$ cat src/pkg/pasl_pkg.sv
// package: constants for the address strap / status led pins
package pasl_pkg;
   localparam int unsigned ADDR_W        = 5;
   localparam int unsigned STRAP_N       = 3;
   // address bit carried by each strap pin
   localparam int unsigned LINK_ADDR_BIT = 2;
   localparam int unsigned TX_ADDR_BIT   = 3;
   localparam int unsigned RX_ADDR_BIT   = 4;
   // position of each pin inside the strap vector
   localparam int unsigned LINK_IDX      = 0;
   localparam int unsigned TX_IDX        = 1;
   localparam int unsigned RX_IDX        = 2;
   localparam logic [2:0]  STRAP_RST     = 3'h0;
   localparam logic [2:0]  OE_B_RST      = 3'h7;
   localparam logic [2:0]  OUT_RST       = 3'h0;

   typedef enum logic [0:0] {PASL_SAMPLE, PASL_DRIVE} pasl_mode_t;

   typedef struct packed {
      pasl_mode_t  mode;
      logic [2:0]  strap;
      logic [2:0]  out;
      logic [2:0]  oe_b;
   } pasl_state_t;
endpackage

$ cat src/core/pasl_strap_led.sv
// design: address strap sampling and status led drive on three shared pins
`timescale 1ns/1ps
//------------------------------------------------------------
// Behaviour
// - link pin level during hardware reset sets address bit 2
// - transmit pin level during reset sets address bit 3
// - receive pin level during reset sets address bit 4
// - low sampled gives address bit zero, high gives one
// - after reset link pin asserted while link valid
// - after reset transmit pin asserted during transmit activity
// - after reset receive pin shows receive activity
// - pins sampled on leaving reset, then switch to outputs
// - asserted output level is inverse of the sampled strap level
// - software reset neither resamples nor releases the pins
//------------------------------------------------------------
module pasl_strap_led
(
   input  wire logic       i_mclk,
   input  wire logic       i_rst_b,
   input  wire logic       i_sw_reset,
   input  wire logic       i_link_ok,
   input  wire logic       i_tx_active,
   input  wire logic       i_rx_active,
   input  wire logic       i_addr2_link_led_pin,
   input  wire logic       i_addr3_tx_led_pin,
   input  wire logic       i_addr4_rx_led_pin,
   output logic            o_addr2_link_led_pin,
   output logic            o_addr2_link_led_pin_oe_b,
   output logic            o_addr3_tx_led_pin,
   output logic            o_addr3_tx_led_pin_oe_b,
   output logic            o_addr4_rx_led_pin,
   output logic            o_addr4_rx_led_pin_oe_b,
   output logic [4:0]      o_phy_addr_hi,
   output logic            o_strap_valid
);

   pasl_pkg::pasl_state_t s_q;
   pasl_pkg::pasl_state_t s_d;
   logic [2:0]            pin_in;
   logic [2:0]            status;

   assign pin_in = {i_addr4_rx_led_pin, i_addr3_tx_led_pin, i_addr2_link_led_pin};
   assign status = {i_rx_active, i_tx_active, i_link_ok};

   //------------------------------------------------------------
   // led level
   //------------------------------------------------------------
   // active drives the inverse of the strap, so the led in series
   // with the pull resistor lights whichever way the pin was strapped
   function automatic logic [pasl_pkg::STRAP_N-1:0] led_level
   (
      input logic [pasl_pkg::STRAP_N-1:0] act,
      input logic [pasl_pkg::STRAP_N-1:0] strap
   );
      led_level = act ^ strap;
   endfunction

   //------------------------------------------------------------
   // next state
   //------------------------------------------------------------
   always_comb
   begin
      s_d = s_q;
      unique case (s_q.mode)
         pasl_pkg::PASL_SAMPLE:
         begin
            // first edge after release: the pins still carry the strap level
            s_d.strap = pin_in;
            s_d.oe_b  = 3'h0;
            // first drive cycle shows every led asserted; status counts from the next edge
            s_d.out   = led_level({pasl_pkg::STRAP_N{1'b1}}, pin_in);
            s_d.mode  = pasl_pkg::PASL_DRIVE;
         end
         pasl_pkg::PASL_DRIVE:
         begin
            // software reset ignored here on purpose: straps stay, pins keep driving
            s_d.out  = led_level(status, s_q.strap);
            s_d.oe_b = 3'h0;
         end
      endcase
   end

   //------------------------------------------------------------
   // state register
   //------------------------------------------------------------
   always_ff @(posedge i_mclk)
   begin
      if (!i_rst_b)
      begin
         s_q.mode  <= pasl_pkg::PASL_SAMPLE;
         s_q.strap <= pasl_pkg::STRAP_RST;
         s_q.out   <= pasl_pkg::OUT_RST;
         s_q.oe_b  <= pasl_pkg::OE_B_RST;
      end
      else
      begin
         s_q <= s_d;
      end
   end

   //------------------------------------------------------------
   // outputs
   //------------------------------------------------------------
   assign o_addr2_link_led_pin      = s_q.out[pasl_pkg::LINK_IDX];
   assign o_addr3_tx_led_pin        = s_q.out[pasl_pkg::TX_IDX];
   assign o_addr4_rx_led_pin        = s_q.out[pasl_pkg::RX_IDX];
   // oe_b low while the pin drives its led, high while it is a strap input
   assign o_addr2_link_led_pin_oe_b = s_q.oe_b[pasl_pkg::LINK_IDX];
   assign o_addr3_tx_led_pin_oe_b   = s_q.oe_b[pasl_pkg::TX_IDX];
   assign o_addr4_rx_led_pin_oe_b   = s_q.oe_b[pasl_pkg::RX_IDX];
   // bits 1:0 belong to other pins, reported as zero here
   assign o_phy_addr_hi  = {s_q.strap, 2'h0};
   assign o_strap_valid  = (s_q.mode == pasl_pkg::PASL_DRIVE);

   //------------------------------------------------------------
   // checks
   //------------------------------------------------------------
   // reset term is sampled, so the release edge, where the registers still reset, is left out
   a_link_strap_bit: assert property (@(posedge i_mclk) disable iff (!i_rst_b)
      (i_rst_b && s_q.mode == pasl_pkg::PASL_SAMPLE) |=> o_phy_addr_hi[2] == $past(i_addr2_link_led_pin))
      else $error("link strap not captured into address bit 2");

   a_tx_strap_bit: assert property (@(posedge i_mclk) disable iff (!i_rst_b)
      (i_rst_b && s_q.mode == pasl_pkg::PASL_SAMPLE) |=> o_phy_addr_hi[3] == $past(i_addr3_tx_led_pin))
      else $error("tx strap not captured into address bit 3");

   a_rx_strap_bit: assert property (@(posedge i_mclk) disable iff (!i_rst_b)
      (i_rst_b && s_q.mode == pasl_pkg::PASL_SAMPLE) |=> o_phy_addr_hi[4] == $past(i_addr4_rx_led_pin))
      else $error("rx strap not captured into address bit 4");

   a_link_led_on: assert property (@(posedge i_mclk) disable iff (!i_rst_b)
      o_strap_valid ##1 o_strap_valid |-> o_addr2_link_led_pin == ($past(i_link_ok) ^ o_phy_addr_hi[2]))
      else $error("link led level wrong");

   a_tx_led_on: assert property (@(posedge i_mclk) disable iff (!i_rst_b)
      o_strap_valid ##1 o_strap_valid |-> o_addr3_tx_led_pin == ($past(i_tx_active) ^ o_phy_addr_hi[3]))
      else $error("tx led level wrong");

   a_rx_led_on: assert property (@(posedge i_mclk) disable iff (!i_rst_b)
      o_strap_valid ##1 o_strap_valid |-> o_addr4_rx_led_pin == ($past(i_rx_active) ^ o_phy_addr_hi[4]))
      else $error("rx led level wrong");

   a_pins_released: assert property (@(posedge i_mclk)
      $rose(i_rst_b) |-> ##1 (o_addr2_link_led_pin_oe_b == 1'b0 && o_addr3_tx_led_pin_oe_b == 1'b0 &&
                              o_addr4_rx_led_pin_oe_b == 1'b0))
      else $error("pins not driven one edge after reset release");

   a_sw_reset_keep: assert property (@(posedge i_mclk) disable iff (!i_rst_b)
      o_strap_valid && i_sw_reset |=> o_strap_valid && o_addr3_tx_led_pin_oe_b == 1'b0)
      else $error("software reset disturbed strap pins");

   a_addr_stable: assert property (@(posedge i_mclk) disable iff (!i_rst_b)
      o_strap_valid |=> $stable(o_phy_addr_hi))
      else $error("sampled address changed without hardware reset");

   a_strap_pins_ignored: assert property (@(posedge i_mclk) disable iff (!i_rst_b)
      o_strap_valid && $changed(pin_in) |=> $stable(o_phy_addr_hi))
      else $error("pin level after sampling reached the address");

   //------------------------------------------------------------
   // checks while hardware reset holds the pins as inputs, and one edge after its release
   //------------------------------------------------------------
   a_pins_input_reset: assert property (@(posedge i_mclk)
      !i_rst_b |=> o_addr2_link_led_pin_oe_b && o_addr3_tx_led_pin_oe_b && o_addr4_rx_led_pin_oe_b)
      else $error("strap pins not turned to inputs during hardware reset");

   a_valid_low_reset: assert property (@(posedge i_mclk)
      !i_rst_b |=> !o_strap_valid)
      else $error("strap valid high during hardware reset");

   a_addr_clear_reset: assert property (@(posedge i_mclk)
      !i_rst_b |=> o_phy_addr_hi == 5'h00)
      else $error("address not cleared by hardware reset");

   a_leds_dark_reset: assert property (@(posedge i_mclk)
      !i_rst_b |=> !(o_addr2_link_led_pin || o_addr3_tx_led_pin || o_addr4_rx_led_pin))
      else $error("led drive value not cleared during hardware reset");

   a_valid_after_release: assert property (@(posedge i_mclk)
      $rose(i_rst_b) |-> ##1 o_strap_valid)
      else $error("strap valid not raised one edge after reset release");

   //------------------------------------------------------------
   // checks on the first drive cycle and beyond
   //------------------------------------------------------------
   // the first drive cycle shows every led asserted, whatever the status
   a_link_first_level: assert property (@(posedge i_mclk) disable iff (!i_rst_b)
      (i_rst_b && s_q.mode == pasl_pkg::PASL_SAMPLE) |=> o_addr2_link_led_pin == !$past(i_addr2_link_led_pin))
      else $error("link led first level not inverse of its strap");

   a_tx_first_level: assert property (@(posedge i_mclk) disable iff (!i_rst_b)
      (i_rst_b && s_q.mode == pasl_pkg::PASL_SAMPLE) |=> o_addr3_tx_led_pin == !$past(i_addr3_tx_led_pin))
      else $error("tx led first level not inverse of its strap");

   a_rx_first_level: assert property (@(posedge i_mclk) disable iff (!i_rst_b)
      (i_rst_b && s_q.mode == pasl_pkg::PASL_SAMPLE) |=> o_addr4_rx_led_pin == !$past(i_addr4_rx_led_pin))
      else $error("rx led first level not inverse of its strap");

   a_drive_held: assert property (@(posedge i_mclk) disable iff (!i_rst_b)
      o_strap_valid |=> o_strap_valid)
      else $error("pins left drive mode without hardware reset");

   a_oe_low_driving: assert property (@(posedge i_mclk) disable iff (!i_rst_b)
      o_strap_valid |-> !(o_addr2_link_led_pin_oe_b || o_addr3_tx_led_pin_oe_b || o_addr4_rx_led_pin_oe_b))
      else $error("a strap pin stopped driving after sampling");

   a_sw_reset_addr: assert property (@(posedge i_mclk) disable iff (!i_rst_b)
      o_strap_valid && i_sw_reset |=> $stable(o_phy_addr_hi))
      else $error("software reset changed the sampled address");

   // idle status shows the strap level, so the leds stay dark
   a_leds_idle_level: assert property (@(posedge i_mclk) disable iff (!i_rst_b)
      o_strap_valid ##1 (o_strap_valid && $past(status) == 3'h0) |->
         {o_addr4_rx_led_pin, o_addr3_tx_led_pin, o_addr2_link_led_pin}
            == o_phy_addr_hi[pasl_pkg::RX_ADDR_BIT:pasl_pkg::LINK_ADDR_BIT])
      else $error("idle led level differs from the strap level");

   a_leds_busy_level: assert property (@(posedge i_mclk) disable iff (!i_rst_b)
      o_strap_valid ##1 (o_strap_valid && $past(status) == 3'h7) |->
         {o_addr4_rx_led_pin, o_addr3_tx_led_pin, o_addr2_link_led_pin}
            == ~o_phy_addr_hi[pasl_pkg::RX_ADDR_BIT:pasl_pkg::LINK_ADDR_BIT])
      else $error("active led level not the inverse of the strap level");

endmodule

$ cat config.mk
export PLATFORM = sky130hd
export DESIGN_NAME = pasl_strap_led
export DESIGN_NICKNAME = d
export VERILOG_FILES = /design/src/pkg/pasl_pkg.sv /design/src/core/pasl_strap_led.sv
export SDC_FILE = /design/constraint.sdc
export NUM_CORES = 1
export LEC_CHECK = 0
export ABC_CLOCK_PERIOD_IN_PS = 2800
export BUFFER_PORTS_ARGS = -buffer_cell sky130_fd_sc_hd__buf_2
export CAP_MARGIN = 20
export CORE_AREA = 5 5 42 44
export DETAILED_ROUTE_END_ITERATION = 10
export DIE_AREA = 0 0 47 49
export PLACE_DENSITY = 0.62
export SKIP_LAST_GASP = 1
export SLEW_MARGIN = 20
export SYNTH_ARGS = -nofsm -noshare
export SYNTH_HDL_FRONTEND = slang
export SYNTH_SLANG_ARGS = --single-unit
export TNS_END_PERCENT = 5
$ cat constraint.sdc
create_clock -name i_mclk -period 2.8 [get_ports i_mclk]
set_clock_uncertainty 0.2 [all_clocks]
set_input_delay 0.84 -clock i_mclk [delete_from_list [all_inputs] [get_ports i_mclk]]
set_output_delay 0.84 -clock i_mclk [all_outputs]
set_load 0.1 [all_outputs]
==> flow_metrics.env, run 1 <==
export IMPL_fillers=163
export IMPL_cp_cell_sequence="buf_2"
export IMPL_hold_buffers=0
export IMPL_cts_setup_buffers=0
export IMPL_worst_setup_path_type="reg -> out"
export IMPL_synth_most_common_cell="dfxtp_1"
export IMPL_worst_path_buf_inv=1
export IMPL_placed_cells=59
export IMPL_synth_top_area_cell="dfxtp_1"
export IMPL_io_pins=21
export IMPL_dieWidth_um=47
export IMPL_grt_util_all_layers_pct=5.65
export IMPL_crit_slowest_cell="dfxtp_1"
export IMPL_period_share_pct=83.9
export IMPL_drive_gt1_share_pct=43.5
export IMPL_clock_sinks=8
export IMPL_clockBufferDepth=2
export IMPL_cp_start_kind="flop"
export IMPL_crit_fanout=10
export IMPL_post_route_drc_count=0
export IMPL_die_h_um=49
export IMPL_antenna_cells=0
export IMPL_finalMaxSlewViolations=0
export IMPL_root_buffer="clkbuf_4"
export IMPL_num_nets_final=57
export IMPL_rsz0062_at_grt="no"
export IMPL_status="completed"
export IMPL_antenna_found_initial=0
export IMPL_critPathArrivalTime_ps=1310
export IMPL_post_cts_resized=0
export IMPL_hold_viol=0
export IMPL_power_uw=321
export IMPL_drt_initial_drc_count=5
export IMPL_die_area_sq_um=2300
export IMPL_grt_pass1_vias=187
export IMPL_coreArea_sq_um=1400
export IMPL_synth_edf_count=0
export IMPL_vias_per_cell=3.95
export IMPL_via_count=245
export IMPL_drtAntennaViolNets=0
export IMPL_required_ps=1760
export IMPL_synth_warnings=0
export IMPL_ir_drop_uv=265
export IMPL_crit_path_end_kind="primary output"
export IMPL_max_stage_delay_ps=550
export IMPL_numCtsBuffers=3
export IMPL_setup_tns_ps=0
export IMPL_syn_inst=30
export IMPL_start_util_pct=22.4
export IMPL_fin_area_sq_um=408
export IMPL_synthTopCellsByArea="dfxtp_1 (51%), buf_4 (12%), mux2i_1 (9.6%)"
export IMPL_drt_pass1_iter_count=2
export IMPL_grt_max_degree=11
export IMPL_place_area_sq_um=385
export IMPL_ys_types=9
export IMPL_async_reset_ff_share_pct=0
export IMPL_period_needed_ps=2350
export IMPL_wl_per_cell_um=10.0
export IMPL_clkLatencyLatePin_ps=250
export IMPL_crit_family="flip-flops"
export IMPL_numPortBuffers=17
export IMPL_setup_viol=0
export IMPL_static_leakage_power_uw=0.000204
export IMPL_place_congestion=0.560
export IMPL_synth_top_area_share_pct=51.0
export IMPL_hp_class="reg -> reg"
export IMPL_cap_violations=0
export IMPL_p_per_area_nw_per_um2=786
export IMPL_syn_area_sq_um=314
export IMPL_instances_no_fill=62
export IMPL_grt_overflow_total=0
export IMPL_fmax_mhz=426
export IMPL_netlist_top_cells_count="dfxtp_1 (8), buf_4 (5)"
export IMPL_path_clk_slew_ps=50
export IMPL_ys_seq_area_share_pct=51.0
export IMPL_syn_to_final_growth_pct=29.9
export IMPL_wl_um=620
export IMPL_grt_pass1_wl_um=834
export IMPL_rows=14
export IMPL_ys_ff_latch=8
export IMPL_synthFlopType="dfxtp_1"
export IMPL_avgSynthCellArea_sq_um=10.5
export IMPL_cts_tree="built"
export IMPL_cts_max_level=1
==> through the flow <==
| stage | util [%] | hold WS (ps) | setup slack (ps) |
|---|---|---|---|
| CTS | 29.1 | 353 | 445 |
| global placement | 27.5 | 324 | 735 |
| global route | 29.1 | 390 | 408 |
| detailed placement | 27.5 | 335 | 718 |
| finish | 29.1 | 349 | 451 |
| floorplan | - | 668 | 386 |
==> report_power, final <==
part | switching [uW] | total, uW | internal, uW
logic | 88.8 | 106 | 17.3
registers | 5.79 | 127 | 122
clock network | 38.2 | 87.1 | 49.0
total | 133 | 321 | 188
==> path summary, 6_finish.rpt <==
| check | start | end | slack (ps) | cells after the start |
|---|---|---|---|---|
| worst max register to register | o_strap_valid$_SDFF_PN0_ | o_addr4_rx_led_pin$_SDFF_PN0_ | 1650 | 2 |
| worst max-delay path | o_strap_valid$_SDFF_PN0_ | o_strap_valid | 450 | 1 |
| worst min-delay path | o_phy_addr_hi[4]$_SDFFE_PN0N_ | o_phy_addr_hi[4]$_SDFFE_PN0N_ | 350 | 2 |
| worst min register to register | o_phy_addr_hi[4]$_SDFFE_PN0N_ | o_phy_addr_hi[4]$_SDFFE_PN0N_ | 350 | 2 |
==> placed cells by master, fill, tap and decap left out <==
cell / Yosys / layout
nor2b_1: 3 / 3
nor2_1: 3 / 3
conb_1: 1 / 2
xnor2_1: 3 / 3
dfxtp_1: 8 / 8
buf_2: 0 / 17
mux2i_1: 3 / 3
clkbuf_4: 0 / 3
a211oi_1: 3 / 3
inv_1: 1 / 1
==> kinds of logic (layout without fill, tap and decap cells) <==
logic type | count (synthesis) | in the layout | synth area share [%]
AO/OA/AOI/OAI | 3 | 3 | 7.17
XOR/XNOR | 3 | 3 | 8.37
buffers and inverters | 6 | 21 | 13.1
flip-flops | 8 | 8 | 51.0
multiplexers | 3 | 3 | 9.56
other | 1 | 2 | 1.19
AND/OR/NAND/NOR | 6 | 6 | 9.56
==> area by class of cell <==
class,instances,area (sq um),share of cell area [%]
flip-flops and latches,8,160,39.3
multi-input cells,17,116,28.5
repair buffers,17,85.1,20.9
clock buffers,3,22.5,5.52
well taps,16,20.0,4.91
inverters,1,3.75,0.920
==> flip-flops by register name, indices dropped and copies added (netlist names) <==
name	count
o_phy_addr_hi	3
o_strap_valid	1
o_addr3_tx_led_pin_oe_b	1
o_addr3_tx_led_pin	1
o_addr4_rx_led_pin	1
o_addr2_link_led_pin	1
==> metal layers <==
layer / global-route usage, % / share of wire, %
met5: 0 / 0
met4: 1.38 / 0
met2: 7.24 / 40
met3: 6.64 / 21
met1: 6.00 / 39
No activity file was read; power rests on OpenSTA's default activity.
==> inputs of run 2 (changes only) <==
Settings changed: ABC_CLOCK_PERIOD_IN_PS 2800 to 1900, PLACE_DENSITY 0.62 to 0.64.
Clock period 2.8 ns to 1.9 ns, I/O delays scaled along.
==> run 2 against run 1 <==
Compared with the run above:
- sequential power is 46% higher
- critical path type unchanged
- critical path depth stayed put
- total power is 48% higher
- non-clock buffer count is 1 higher
- die area stayed put
- sequential share of layout area is 1.9 points lower
- first-iteration DRC count is 20% lower
- largest power group unchanged
- worst setup slack worse by 370 ps
- core utilization is 1.7 points higher
==> flow_metrics.env, run 2 (synthesis gave the netlist of run 1 again) <==
export IMPL_status="completed"
export IMPL_max_stage_delay_ps=440
export IMPL_antenna_found_initial=0
export IMPL_io_pins=21
export IMPL_hold_buffers=0
export IMPL_start_util_pct=22.4
export IMPL_ir_drop_uv=419
export IMPL_wl_per_cell_um=9.83
export IMPL_post_place_ws_ps=342
export IMPL_wl_um=619
export IMPL_die_area_sq_um=2300
export IMPL_place_hpwl_um=507
export IMPL_post_cts_resized=0
export IMPL_place_area_sq_um=409
export IMPL_grt_util_all_layers_pct=5.58
export IMPL_hp_class="in -> reg"
export IMPL_static_leakage_power_uw=0.000214
export IMPL_die_h_um=49
export IMPL_drive_gt1_share_pct=46.8
export IMPL_seq_power_share_pct=39.1
export IMPL_r2r_end="o_phy_addr_hi[3]$_SDFFE_PN0N_"
export IMPL_antenna_cells=0
export IMPL_grt_pass1_wl_um=897
export IMPL_cts_setup_buffers=0
export IMPL_dieWidth_um=47
export IMPL_most_common_layout_cells="buf_2 (16), dfxtp_1 (7)"
export IMPL_timing_final_ws_setup_ps=80.8
export IMPL_critPathArrivalTime_ps=1050
export IMPL_min_from="i_rst_b"
export IMPL_worst_path_buf_inv=1
export IMPL_setup_tns_ps=0
export IMPL_cp_cell_sequence="buf_2"
export IMPL_num_nets_final=58
export IMPL_p_per_area_nw_per_um2=1100
export IMPL_period_needed_ps=1820
export IMPL_holdPathEnd="o_strap_valid$_SDFF_PN0_"
export IMPL_cp_start_kind="flop"
export IMPL_p_sw_share_pct=40.7
export IMPL_rsz0062_at_grt="no"
export IMPL_numCtsBuffers=3
export IMPL_crit_slowest_cell="buf_2"
export IMPL_rows=14
export IMPL_grt_pass1_vias=214
export IMPL_post_route_drc_count=0
export IMPL_switchingPower_uw=193
export IMPL_worst_setup_path_type="reg -> out"
export IMPL_fin_area_sq_um=432
export IMPL_r2r_cells=3
export IMPL_numPortBuffers=17
export IMPL_path_clk_slew_ps=50
export IMPL_cts_max_level=1
export IMPL_layout_commonest_cell="buf_2"
export IMPL_cap_violations=0
export IMPL_finish_utilization_pct=30.8
export IMPL_place_congestion=0.536
export IMPL_vias_per_cell=3.84
export IMPL_grt_max_degree=10
export IMPL_crit_fanout=3
export IMPL_coreArea_sq_um=1400
export IMPL_clockBufferDepth=2
export IMPL_crit_path_end_kind="primary output"
export IMPL_drt_pass1_iter_count=4
export IMPL_clkPwrFrac_pct=26.3
export IMPL_crit_family="buffers and inverters"
export IMPL_p_int_uw=282
export IMPL_reg2reg_from="o_strap_valid$_SDFF_PN0_"
export IMPL_via_count=242
export IMPL_fmax_mhz=550
export IMPL_syn_to_final_growth_pct=37.5
export IMPL_hold_ws_ps=238
export IMPL_drtAntennaViolNets=0
export IMPL_period_share_pct=95.7
export IMPL_cts_tree="built"
export IMPL_combPwrFrac_pct=34.7
export IMPL_clkLatencyLatePin_ps=240
export IMPL_hold_viol=0
export IMPL_holdPathStages=1
export IMPL_setup_viol=0
export IMPL_required_ps=1130
export IMPL_clock_sinks=8
export IMPL_grt_overflow_total=0
export IMPL_drt_initial_drc_count=4
export IMPL_root_buffer="clkbuf_4"
export IMPL_largest_reg_flops=3
export IMPL_finalMaxSlewViolations=0
export IMPL_reg2reg_slack_ps=770
-- run 2: layout make-up --
cell class	instances	area, sq um
fill	154	970
sequential	8	161
multi-input combinational	17	116
timing repair buffer	18	108
clock buffer	3	22.5
tap	16	20.0
inverter	1	3.75
-- run 2: through the flow --
step | cells | total power (uW)
after floorplan | 31 | 332
after global placement | 60 | 353
after detailed placement | 60 | 354
after CTS | 63 | 482
after global routing | 63 | 499
final | 63 | 475
-- run 2: worst max-delay path by stage --
stage	start	to	slack, ps	depth (start not counted)
after floorplan	o_addr3_tx_led_pin_oe_b$_SDFF_PN1_	o_addr3_tx_led_pin_oe_b	100	1
after detailed placement	o_phy_addr_hi[2]$_SDFFE_PN0N_	o_phy_addr_hi[2]	340	1
final	o_phy_addr_hi[2]$_SDFFE_PN0N_	o_phy_addr_hi[2]	80	1
after global placement	o_phy_addr_hi[2]$_SDFFE_PN0N_	o_phy_addr_hi[2]	360	1
after CTS	o_phy_addr_hi[2]$_SDFFE_PN0N_	o_phy_addr_hi[2]	70	1
after global routing	o_phy_addr_hi[2]$_SDFFE_PN0N_	o_phy_addr_hi[2]	30	1
-- run 2: power groups by stage --
stage	registers, uW	logic [uW]	clock network (uW)
after global placement	189	164	0
final	186	165	125
after floorplan	270	61.4	0
after CTS	186	165	131
after detailed placement	189	165	0
after global routing	186	170	142
-- run 2: metal layers --
metal / part of all wire, % / GRT usage, % / vias to the layer above
li1: - / - / 125
met1: 46 / 6.21 / 101
met2: 39 / 7.01 / 16
met3: 15 / 5.17 / 0
met4: 0 / 2.76 / 0
met5: 0 / 0 / -
==> inputs of run 3 (changes only) <==
Settings changed: ABC_CLOCK_PERIOD_IN_PS 1900 to 1700, PLACE_DENSITY 0.64 to 0.62.
Clock period 1.9 ns to 1.7 ns, I/O delays scaled along.
==> run 3 against run 2 <==
Compared with the run above:
- total power grew 22%
- worst hold slack lost 57 ps
- critical path depth is the same
- register-to-register slack lost 160 ps
- critical endpoint unchanged
- non-clock buffer count is the same
- flip-flop and latch count is the same
- count of clock-buffer cells in the layout is the same
==> flow_metrics.env, run 3 (synthesis gave the netlist of run 1 again) <==
export IMPL_static_leakage_power_uw=0.000253
export IMPL_r2r_cells=3
export IMPL_seq_power_share_pct=37.4
export IMPL_fmax_mhz=637
export IMPL_hp_class="in -> reg"
export IMPL_vias_per_cell=3.90
export IMPL_placed_cells=60
export IMPL_most_common_layout_cells="buf_12 (10), buf_2 (7), dfxtp_1 (6)"
export IMPL_grt_max_degree=10
export IMPL_p_int_uw=357
export IMPL_r2r_end="o_phy_addr_hi[2]$_SDFFE_PN0N_"
export IMPL_clkLatencyLatePin_ps=240
export IMPL_drt_pass1_iter_count=1
export IMPL_crit_family="flip-flops"
export IMPL_required_ps=990
export IMPL_layout_commonest_cell="buf_12"
export IMPL_path_clk_slew_ps=50
export IMPL_worst_path_buf_inv=1
export IMPL_cts_setup_buffers=0
export IMPL_cts_tree="built"
export IMPL_via_count=246
export IMPL_p_per_area_nw_per_um2=1020
export IMPL_antenna_found_initial=0
export IMPL_numCtsBuffers=3
export IMPL_instances_no_fill=63
export IMPL_ir_drop_uv=349
export IMPL_place_area_sq_um=546
export IMPL_rows=14
export IMPL_crit_path_end_kind="primary output"
export IMPL_period_share_pct=92.3
export IMPL_grt_util_all_layers_pct=5.85
export IMPL_dieWidth_um=47
export IMPL_die_h_um=49
export IMPL_post_place_ws_ps=395
export IMPL_cts_max_level=1
export IMPL_drtAntennaViolNets=0
export IMPL_min_from="i_rst_b"
export IMPL_largest_reg_flops=3
export IMPL_place_congestion=0.519
export IMPL_crit_slowest_cell="dfxtp_1"
export IMPL_setup_viol=0
export IMPL_critPathArrivalTime_ps=860
export IMPL_numPortBuffers=17
export IMPL_clock_sinks=8
export IMPL_reg2reg_slack_ps=610
export IMPL_worst_setup_path_type="reg -> out"
export IMPL_fin_area_sq_um=568
export IMPL_wl_per_cell_um=9.56
export IMPL_clkPwrFrac_pct=23.8
export IMPL_p_sw_share_pct=38.3
export IMPL_crit_fanout=3
export IMPL_period_needed_ps=1570
export IMPL_post_cts_resized=0
export IMPL_die_area_sq_um=2300
export IMPL_cap_violations=0
export IMPL_holdPathEnd="o_strap_valid$_SDFF_PN0_"
export IMPL_reg2reg_from="o_strap_valid$_SDFF_PN0_"
export IMPL_grt_pass1_vias=222
export IMPL_grt_overflow_total=0
export IMPL_combPwrFrac_pct=38.9
export IMPL_place_hpwl_um=515
export IMPL_holdPathStages=1
export IMPL_io_pins=21
export IMPL_cp_startpoint="o_phy_addr_hi[2]$_SDFFE_PN0N_"
export IMPL_clockBufferDepth=2
export IMPL_setup_tns_ps=0
export IMPL_post_route_drc_count=0
export IMPL_cp_cell_sequence="buf_12"
export IMPL_hold_buffers=0
export IMPL_timing_final_ws_setup_ps=131
export IMPL_max_stage_delay_ps=410
export IMPL_coreArea_sq_um=1400
export IMPL_start_util_pct=22.4
export IMPL_finalMaxSlewViolations=0
export IMPL_wl_um=602
export IMPL_drt_initial_drc_count=0
export IMPL_syn_to_final_growth_pct=80.9
export IMPL_num_nets_final=58
export IMPL_status="completed"
export IMPL_switchingPower_uw=221
export IMPL_grt_pass1_wl_um=924
export IMPL_drive_gt1_share_pct=48.9
export IMPL_antenna_cells=0
export IMPL_hold_viol=0
export IMPL_rsz0062_at_grt="no"
export IMPL_cp_start_kind="flop"
export IMPL_root_buffer="clkbuf_4"
run 3: layout make-up:
| type | count | area (sq um) |
|---|---|---|
| repair buffers | 18 | 243 |
| well taps | 16 | 20.0 |
| clock buffers | 3 | 22.5 |
| flip-flops and latches | 8 | 163 |
| multi-input cells | 17 | 116 |
| inverters | 1 | 3.75 |
| fillers | 144 | 833 |
run 3: worst max path at each step:
stage	end	slack, ps	cells after the start
6_report	o_phy_addr_hi[2]	130	1
4_1_cts	o_phy_addr_hi[2]	110	1
2_1_floorplan	o_addr3_tx_led_pin_oe_b	-40	1
3_5_place_dp	o_phy_addr_hi[3]	400	1
5_1_grt	o_phy_addr_hi[3]	90	1
3_3_place_gp	o_phy_addr_hi[2]	400	1
run 3: power groups by stage:
stage	Sequential, uW	Clock [uW]	Combinational [uW]
after floorplan	302	0	68.6
after global placement	220	0	225
after detailed placement	220	0	226
after CTS	217	149	226
after global routing	218	163	231
final	216	137	225
run 3: metal layers:
metal / part of all wire, % / GRT usage (%)
met5: 0 / 0
met3: 16 / 4.43
met4: 0 / 4.15
met1: 40 / 7.28
met2: 45 / 6.56
run 3: stage by stage:
step,hold slack (ps),power (uW),util (%)
detailed placement,385,447,38.9
global route,163,612,40.5
finish,181,578,40.5
floorplan,338,371,-
CTS,168,592,40.5
global placement,369,445,38.9
